### src/clk_gate_pkg.sv
package clk_gate_pkg;
   localparam logic [7:0] IDX_PCE0 = 8'h0c;
   localparam logic [7:0] IDX_PCE1 = 8'h0d;
   localparam logic [7:0] IDX_KEEP0 = 8'h0e;
   localparam logic [7:0] IDX_KEEP1 = 8'h0f;
   localparam logic [7:0] IDX_PROT = 8'h12;
   localparam logic [7:0] IDX_STAT = 8'h14;
   localparam logic [7:0] IDX_EFF0 = 8'h15;
   localparam logic [7:0] IDX_EFF1 = 8'h16;
   localparam logic [7:0] IDX_NONE = 8'hff;
   localparam logic [15:0] MASK_GRP0 = 16'hf455;
   localparam logic [15:0] MASK_GRP1 = 16'h100f;
   localparam logic [15:0] RST_REG = 16'h0000;
   localparam logic [1:0] RST_PROT = 2'h0;
   localparam int BIT_IT = 12;
   localparam int PROT_LSB = 2;
   localparam int PROT_ON = 0;
   localparam int PROT_LOCK = 1;
   localparam int STAT_STOP = 0;
   localparam int STAT_WAKE = 1;
endpackage : clk_gate_pkg

### src/reg_port_if.sv
`timescale 1ns/100ps
`default_nettype none
interface reg_port_if;
   logic wr_stb;
   logic [7:0] idx;
   logic [15:0] wdata;
   logic [15:0] rdata;
   modport bus_side (output wr_stb, output idx, output wdata, input rdata);
   modport reg_side (input wr_stb, input idx, input wdata, output rdata);
endinterface : reg_port_if
`default_nettype wire

### src/peripheral_clock_gate_stop_keep.sv
// The AHB-Lite interface to the registers is this design's own decision.
`timescale 1ns/100ps
`default_nettype none
module peripheral_clock_gate_stop_keep (
   input wire logic hclk, // system clock, 40 MHz
   input wire logic hresetn, // async chip reset, low
   input wire logic hsel, // slave select
   input wire logic [31:0] haddr, // byte address
   input wire logic [1:0] htrans, // transfer type
   input wire logic hwrite, // write when high
   input wire logic [2:0] hsize, // word only
   input wire logic [31:0] hwdata, // write data
   input wire logic hready, // bus ready
   output logic hreadyout, // slave ready
   output logic hresp, // always okay
   output logic [31:0] hrdata, // read data
   input wire logic stop_mode, // stop from power controller
   input wire logic [15:0] irq0, // group 0 interrupts
   input wire logic [15:0] irq1, // group 1 interrupts
   input wire logic [15:0] acc_req0, // group 0 access selects
   input wire logic [15:0] acc_req1, // group 1 access selects
   output logic [15:0] acc_grant0, // gated selects group 0
   output logic [15:0] acc_grant1, // gated selects group 1
   output logic [15:0] gclk0, // gated clocks group 0
   output logic [15:0] gclk1, // gated clocks group 1
   output logic wake_req // back to run request
);
   import clk_gate_pkg::*;

   reg_port_if rp ();

   logic [15:0] pce0_r;
   logic [15:0] pce1_r;
   logic [15:0] keep0_r;
   logic [15:0] keep1_r;
   logic [1:0] prot_r;
   logic [15:0] eff0_r;
   logic [15:0] eff1_r;
   logic wake_r;

   ahb_reg_slave u_bus (
      .hclk(hclk),
      .hresetn(hresetn),
      .hsel(hsel),
      .haddr(haddr),
      .htrans(htrans),
      .hwrite(hwrite),
      .hwdata(hwdata),
      .hready(hready),
      .hreadyout(hreadyout),
      .hrdata(hrdata),
      .rp(rp.bus_side)
   );

   assign hresp = 1'b0;

   // write decode
   wire clk_locked = prot_r[PROT_ON];
   wire wr_ok = rp.wr_stb && !clk_locked;
   wire wr_pce0 = wr_ok && (rp.idx == IDX_PCE0);
   wire wr_pce1 = wr_ok && (rp.idx == IDX_PCE1);
   wire wr_keep0 = wr_ok && (rp.idx == IDX_KEEP0);
   wire wr_keep1 = wr_ok && (rp.idx == IDX_KEEP1);
   wire wr_prot = rp.wr_stb && (rp.idx == IDX_PROT) && !prot_r[PROT_LOCK];

   // reserved bits are stored as zero whatever is written
   wire [15:0] pce0_nxt = wr_pce0 ? (rp.wdata & MASK_GRP0) : pce0_r;
   wire [15:0] pce1_nxt = wr_pce1 ? (rp.wdata & MASK_GRP1) : pce1_r;
   wire [15:0] keep0_nxt = wr_keep0 ? (rp.wdata & MASK_GRP0) : keep0_r;
   wire [15:0] keep1_nxt = wr_keep1 ? (rp.wdata & MASK_GRP1) : keep1_r;
   wire [1:0] prot_nxt = wr_prot ? rp.wdata[PROT_LSB+1:PROT_LSB] : prot_r;

   // effective enable: enable and (run or keep)
   wire [15:0] run0 = ~{16{stop_mode}} | keep0_r;
   wire [15:0] run1 = ~{16{stop_mode}} | keep1_r;
   wire [15:0] eff0_nxt = pce0_r & run0;
   wire [15:0] eff1_nxt = pce1_r & run1;
   wire wake_nxt = stop_mode && |((irq0 & eff0_r) | (irq1 & eff1_r));

   // read decode
   wire [15:0] stat = {14'h0, wake_r, stop_mode};
   wire [15:0] rd_word =
      (rp.idx == IDX_PCE0) ? pce0_r :
      (rp.idx == IDX_PCE1) ? pce1_r :
      (rp.idx == IDX_KEEP0) ? keep0_r :
      (rp.idx == IDX_KEEP1) ? keep1_r :
      (rp.idx == IDX_PROT) ? {12'h0, prot_r, 2'b00} :
      (rp.idx == IDX_STAT) ? stat :
      (rp.idx == IDX_EFF0) ? eff0_r :
      (rp.idx == IDX_EFF1) ? eff1_r :
      16'h0;
   assign rp.rdata = rd_word;

   always_ff @(posedge hclk or negedge hresetn)
   begin
      if (!hresetn)
      begin
         pce0_r <= RST_REG;
         pce1_r <= RST_REG;
         keep0_r <= RST_REG;
         keep1_r <= RST_REG;
         prot_r <= RST_PROT;
      end
      else
      begin
         pce0_r <= pce0_nxt;
         pce1_r <= pce1_nxt;
         keep0_r <= keep0_nxt;
         keep1_r <= keep1_nxt;
         prot_r <= prot_nxt;
      end
   end

   // one register stage keeps the gate enables glitch-free
   always_ff @(posedge hclk or negedge hresetn)
   begin
      if (!hresetn)
      begin
         eff0_r <= RST_REG;
         eff1_r <= RST_REG;
         wake_r <= 1'b0;
      end
      else
      begin
         eff0_r <= eff0_nxt;
         eff1_r <= eff1_nxt;
         wake_r <= wake_nxt;
      end
   end

   assign wake_req = wake_r;

   // a stopped peripheral sees no select, so accesses do nothing
   assign acc_grant0 = acc_req0 & eff0_r;
   assign acc_grant1 = acc_req1 & eff1_r;

   clock_gate_cell #(.W(16)) u_gate0 (
      .clk(hclk),
      .rst_n(hresetn),
      .en(eff0_r),
      .gclk(gclk0)
   );

   clock_gate_cell #(.W(16)) u_gate1 (
      .clk(hclk),
      .rst_n(hresetn),
      .en(eff1_r),
      .gclk(gclk1)
   );
endmodule : peripheral_clock_gate_stop_keep
`default_nettype wire

### src/clock_gate_cell.sv
`timescale 1ns/100ps
`default_nettype none
module clock_gate_cell #(
   parameter int W = 16
) (
   input wire logic clk, // free-running clock
   input wire logic rst_n, // async reset, low
   input wire logic [W-1:0] en, // registered enables
   output logic [W-1:0] gclk // gated clocks
);
   logic [W-1:0] en_l;

   // enable moves only while clk is low, so no runt pulse
   always_ff @(negedge clk or negedge rst_n)
   begin
      if (!rst_n)
         en_l <= '0;
      else
         en_l <= en;
   end

   assign gclk = {W{clk}} & en_l;
endmodule : clock_gate_cell
`default_nettype wire

### src/ahb_reg_slave.sv
`timescale 1ns/100ps
`default_nettype none
module ahb_reg_slave (
   input wire logic hclk, // bus clock
   input wire logic hresetn, // async reset, low
   input wire logic hsel, // slave select
   input wire logic [31:0] haddr, // byte address
   input wire logic [1:0] htrans, // transfer type
   input wire logic hwrite, // write when high
   input wire logic [31:0] hwdata, // write data
   input wire logic hready, // bus ready
   output logic hreadyout, // slave ready
   output logic [31:0] hrdata, // read data
   reg_port_if.bus_side rp // register port
);
   import clk_gate_pkg::*;

   typedef enum logic [3:0] {
      PH_IDLE = 4'b0001,
      PH_WR = 4'b0010,
      PH_RDW = 4'b0100,
      PH_RDL = 4'b1000
   } phase_t;

   phase_t ph_r, ph_nxt;
   logic [7:0] idx_r;
   logic [31:0] hrdata_r;
   wire take = hsel && htrans[1] && hready;
   wire in_map = (haddr[31:10] == 22'h0) && (haddr[1:0] == 2'b00);
   wire [7:0] idx_nxt = take ? (in_map ? haddr[9:2] : IDX_NONE) : idx_r;

   always_comb
   begin
      ph_nxt = ph_r;
      case (ph_r)
         PH_RDW: ph_nxt = PH_RDL;
         default: ph_nxt = take ? (hwrite ? PH_WR : PH_RDW) : PH_IDLE;
      endcase
   end

   // reads take one wait so a write just before has landed
   always_ff @(posedge hclk or negedge hresetn)
   begin
      if (!hresetn)
      begin
         ph_r <= PH_IDLE;
         idx_r <= IDX_NONE;
         hrdata_r <= 32'h0;
      end
      else
      begin
         ph_r <= ph_nxt;
         idx_r <= idx_nxt;
         if (ph_r == PH_RDW)
            hrdata_r <= {16'h0, rp.rdata};
      end
   end

   assign hreadyout = (ph_r != PH_RDW);
   assign hrdata = hrdata_r;
   assign rp.wr_stb = (ph_r == PH_WR);
   assign rp.idx = idx_r;
   assign rp.wdata = hwdata[15:0];
endmodule : ahb_reg_slave
`default_nettype wire

### config.mk
export PLATFORM = sky130hd
export DESIGN_NAME = peripheral_clock_gate_stop_keep
export DESIGN_NICKNAME = d
export VERILOG_FILES = /design/src/clk_gate_pkg.sv /design/src/reg_port_if.sv /design/src/peripheral_clock_gate_stop_keep.sv /design/src/clock_gate_cell.sv /design/src/ahb_reg_slave.sv
export SDC_FILE = /design/constraint.sdc
export NUM_CORES = 1
export LEC_CHECK = 0
export ABC_AREA = 1
export BUFFER_PORTS_ARGS = -buffer_cell sky130_fd_sc_hd__buf_2
export CELL_PAD_IN_SITES_DETAIL_PLACEMENT = 1
export CELL_PAD_IN_SITES_GLOBAL_PLACEMENT = 2
export CORE_UTILIZATION = 25
export DETAILED_ROUTE_END_ITERATION = 6
export PLACE_DENSITY = 0.93
export SLEW_MARGIN = 25
export SYNTH_ARGS = -nofsm -noshare
export SYNTH_HDL_FRONTEND = slang
export SYNTH_SLANG_ARGS = --single-unit
### constraint.sdc
create_clock -name hclk -period 2.95 [get_ports hclk]
set_input_delay 0.59 -clock hclk [delete_from_list [all_inputs] [get_ports hclk]]
set_output_delay 0.59 -clock hclk [all_outputs]
set_load 0.01 [all_outputs]
==> impl_metrics.toml, run 1 <==
[cells_and_area]
fin_cells = 878
drive_above_1_share = 0.295
final_area_um2 = 5450
final_core_util = 0.329
final_nets = 791
final_common_cell = "nand2_1"
num-fill-cells = 2036
final_cell_mix = "nand2_1, buf_2, inv_1"
num_antenna_cells = 0
syn_to_final_growth_pct = 28.2

[global_routing]
grt_max_degree = 49
busiest_layer = "met2"
gr-total-overflow = 0
grt_pass1_wl_um = 19700
antenna_found_initial = 0
grt_util_met3 = 0.0406
grt.met2_usage = 0.246
grt_usage = 0.147
met1_usage = 0.160
grt_pass1_vias = 4093

[pwr]
clock_power_share = 0.621
p_switching_mw = 1.18
ir_drop_v = 0.000434
power_frac_seq = 0.309
p_leak_nw = 2.95
switching_share = 0.305
comb_power_share = 0.069
internal-power_mw = 2.68
p_per_area_nw_per_um2 = 708

[timing]
finalWorstSetupSlack_ns = -0.216
worstMarginPinSlew_ns = 0.605
finalSetupViolations = 28
fin_setup_tns_ns = -2.64
clock_skew_ns = 0.0238
relSlewSlack = 0.596
hold_viol_final = 0
rsz0062_at_grt = "true"
slew_violations = 0

[die]
initial_core_util = 0.257
num_rows = 47
die_x_um = 132
die-area_um2 = 17500
fp.coreArea_um2 = 16600
io_pins = 238
fp.dieH_um = 132

[worst_setup_path]
critPathLaunchType = "register"
path_buf_inv = 2
cp_data_required_time_ns = 2.36
cp_slowest_cell = "dfrtn_1"
cp.depth = 3
critPathMaxFanout = 1
critPathArrivalTime_ns = 2.58
endpoint_kind = "primary output"
r2r_cells = 0
critical_path.max_stage_delay_ns = 0.41
path_cells = "nand2_1 -> inv_1 -> buf_2"
worstSetupPathType = "register to primary output"
cp_top_family = "flip-flops"

[drt]
wl_per_cell_um = 14.1
dr.pass1.iters = 4
ant_nets = 0
wl_um = 12400
drt_iter0_drc = 116
vias = 3632
detail_route.vias_per_cell = 4.14
drc = 0

[placement]
dp_cells = 853
port_buffers = 118
place.gp.congestion = 0.793
dp_hpwl_um = 9240
placed_cell_area_um2 = 4900

[synth]
synthTopCellsByArea = "dfrtp_1, nand2_1, buf_4, dfrtn_1, inv_1"
syn-cell-area_um2 = 4250
synthCells = 517
synth.avg_cell_area_um2 = 8.23
ys_ff_latch = 82
synth_top_area_share = 0.347
ys_types = 33
synth_top_area_cell = "dfrtp_1"
yosysWarnings = 0
ys_seq_area_frac = 0.485

[outcome]
status = "finished, violations left"
violations = "negative setup slack"

[cts]
clkTransAtPathRegs_ns = 0.07
postCtsSetupBuffers = 0
cts_tree = "done"
cts_hold_buf = 0
insertion_delay_ns = 0.47

[hold_path]
hold_class = "primary input to async pin"

[job]
drv_cap = 0
-- registers in the layout, summed over array words and instances, names as in the netlist, 8 cells and up --
register / flops
u_bus.hrdata: 11
eff0_r: 9
keep0_r: 9
u_bus.rp.idx: 8
u_gate0.en_l: 9
pce0_r: 9
-- power groups by stage --
stage / combinational (mW) / sequential (mW) / clock (mW)
after floorplan: 0.198 / 1.21 / 0.292
after global placement: 0.263 / 1.21 / 0.419
after detailed placement: 0.269 / 1.22 / 0.419
after CTS: 0.271 / 1.20 / 2.43
after global routing: 0.304 / 1.20 / 2.56
final: 0.267 / 1.19 / 2.40
-- per-stage QoR --
stage / total power, mW / hold WS [ns] / worst slack [ns]
2_1_floorplan: 1.70 / 0.294 / 0.381
3_3_place_gp: 1.90 / 0.460 / 0.301
3_5_place_dp: 1.90 / 0.463 / 0.292
4_1_cts: 3.90 / 0.0595 / -0.248
5_1_grt: 4.06 / 0.0785 / -0.270
6_report: 3.86 / 0.0519 / -0.216
-- metal layers --
metal / vias to the layer above / share of wire
met5: - / 0
met1: 1716 / 0.41
met3: 30 / 0.054
met4: 0 / 0.033
met2: 115 / 0.50
li1: 1771 / -
-- final timing paths --
path	slack, ns	end	start
setup / recovery	-0.22	gclk1[1]	u_gate1.en_l[1]
hold / removal	0.05	eff0_r[4]	hresetn
hold reg to reg	0.48	u_bus.rp.idx[7]	u_bus.rp.idx[7]
setup reg to reg	0.86	u_gate0.en_l[0]	eff0_r[0]
min in group hclk	0.31	u_bus.ph_r[2]	hwrite
max in group asynchronous	1.25	u_gate1.en_l[12]	hresetn
-- cell type report --
cell class | count | area [um^2] | area share
tap | 220 | 275 | 0.0505
clock buffer | 31 | 527 | 0.0966
inverter | 51 | 191 | 0.0351
timing repair buffer | 110 | 568 | 0.104
sequential | 82 | 2060 | 0.378
multi-input combinational | 362 | 1690 | 0.309
clock inverter | 22 | 143 | 0.0262
-- kinds of logic (layout without fill, tap and decap cells) --
logic type | count (synthesis) | count (layout) | synth area share
AO/OA/AOI/OAI | 56 | 56 | 0.0894
buffers and inverters | 130 | 214 | 0.170
flip-flops | 82 | 82 | 0.485
other | 1 | 58 | 0.000882
AND/OR/NAND/NOR | 248 | 248 | 0.255
-- what timing repair did --
item / 4_1_cts / 5_1_grt
resized for setup: 3 / 7
pin swaps: 13 / 3
setup endpoints to repair: 28 / 28
-- synth_stat cells (all sizes together) --
cell    number
a21boi       1
a21oi        2
a221oi       1
buf         63
clkbuf       2
conb         1
dfrtn       14
dfrtp       59
dfstp        9
inv         65
nand2      170
nand3       21
nand4        9
nor2        36
nor3         8
nor4         3
o211ai       1
o21a        11
o21ai       40
or2          1
Note: power is estimated with default switching activity, not from simulation.
==> run 2: changes to the inputs <==
clock period = 3.7 ns   (was 2.95 ns; I/O delays follow)
==> impl_metrics.toml, run 2 (synthesized netlist as in run 1, its figures left out) <==
[die]
fp.dieH_um = 132
num_rows = 47
fp.coreArea_um2 = 16600
die_x_um = 132
die-area_um2 = 17500
io_pins = 238
initial_core_util = 0.257

[cells_and_area]
syn_to_final_growth_pct = 26.9
largest_reg_flops = 11
seq_area_um2 = 2060
drive_above_1_share = 0.287
final_nets = 789
multi_input_comb_area_um2 = 1680
final_common_cell = "nand2_1"
num_antenna_cells = 0
num-fill-cells = 2051
final_cell_mix = "nand2_1, buf_2, inv_1"
final_area_um2 = 5400

[drt]
wl_per_cell_um = 13.6
drt_iter0_drc = 134
routed.top_layer = "met4"
met3_length_um = 638
ant_nets = 0
detail_route.vias_per_cell = 4.09
vias = 3579
drc = 0
dr.pass1.iters = 4
wl_um = 11900
dr_wl_met2_um = 5930
drt-met1-wl_um = 5040

[job]
drv_cap = 0

[cts]
cts_tree = "done"
insertion_delay_ns = 0.47
clkTransAtPathRegs_ns = 0.06
postCtsSetupBuffers = 0

[global_routing]
gr-total-overflow = 0
grt_max_degree = 42
grt_pass1_vias = 3860
antenna_found_initial = 0
grt_pass1_wl_um = 19100
grt_usage = 0.143

[worst_setup_path]
cp_data_required_time_ns = 2.96
r2r_cells = 0
critPathMaxFanout = 1
critPathArrivalTime_ns = 2.94
r2r_end = "u_gate1.en_l[1]"
r2r-start = "eff1_r[1]"
endpoint_kind = "primary output"
critPathLaunchType = "register"
rrSetupSlack_ns = 1.21
worstSetupPathType = "register to primary output"

[timing]
finalSetupViolations = 0
fin_setup_tns_ns = 0
finalWorstSetupSlack_ns = 0.0151
worstMarginPinSlew_ns = 0.733
rsz0062_at_grt = "true"
relSlewSlack = 0.509
holdWs_ns = 0.207
clock_skew_ns = 0.0252
slew_violations = 0
hold_viol_final = 0

[placement]
port_buffers = 118
place.gp.congestion = 0.771
dp_slack_ns = 0.513
placed_cell_area_um2 = 4890
dp_hpwl_um = 9030

[pwr]
clock_power_share = 0.604
finalPower_mw = 2.93
internal-power_mw = 2.05
power_frac_seq = 0.325
ir_drop_v = 0.000393
comb_power_share = 0.072
p_leak_nw = 2.92
switching_share = 0.302
p_per_area_nw_per_um2 = 543
p_switching_uw = 884

[hold_path]
hold_class = "primary input to async pin"

[outcome]
status = "completed"
==> run 2: changes by cell type in the layout (fill, tap and decap cells not counted), moves of 2 or more <==
cell	before	now
buf_2	112	114
inv_2	5	3
clkinvlp_4	1	3
buf_4	7	5
buf_6	5	3
inv_8	2	0
nand2_1	163	165
nand2_2	7	5
inv_1	61	63
==> run 2: worst max-delay path by stage <==
stage / startpoint / end / slack (ns) / depth (start not counted)
2_1_floorplan: u_gate0.en_l[10] / gclk0[10] / 0.61 / 2
3_3_place_gp: u_gate0.en_l[13] / gclk0[13] / 0.55 / 3
3_5_place_dp: u_gate0.en_l[12] / gclk0[12] / 0.51 / 3
4_1_cts: u_gate0.en_l[12] / gclk0[12] / -0.02 / 3
5_1_grt: u_gate0.en_l[12] / gclk0[12] / -0.04 / 3
6_report: u_gate0.en_l[12] / gclk0[12] / 0.02 / 3
==> run 2: what timing repair did <==
item	CTS	global route
cloned	0	0
gates resized for setup	1	3
endpoints found under the setup margin	6	22
pin swaps	2	6
hold buffers	0	0
endpoints found under the hold margin	0	0
==> run 2: power groups by stage <==
stage               logic, mW  clock network, mW  registers, mW
global route            0.239               1.90          0.955
detailed placement      0.212              0.334          0.968
CTS                     0.213               1.79          0.952
finish                  0.210               1.77          0.952
floorplan               0.158              0.233          0.964
global placement        0.208              0.334          0.968
==> run 2: worst max-delay path, stage by stage (launching register included) <==
cell     delay [ns]
dfrtn_1        0.41
nand2_1        0.06
inv_1          0.04
buf_2          0.11
==> run 2: cell type report <==
cell class	count	share of cell area
clock inverter	21	0.0195
sequential	82	0.382
multi-input combinational	362	0.312
inverter	51	0.0355
timing repair buffer	108	0.102
tap	220	0.0510
clock buffer	32	0.0978
==> run 2: metrics by stage <==
step            util  std cells
4_1_cts        0.325        876
3_3_place_gp   0.295        851
2_1_floorplan      -        574
6_report       0.325        876
3_5_place_dp   0.295        851
5_1_grt        0.325        876
==> run 2: routing by layer <==
metal	track usage	up-vias
met1	0.166	1675
met2	0.230	112
met5	0	-
met3	0.0444	24
li1	-	1768
met4	0.0900	0
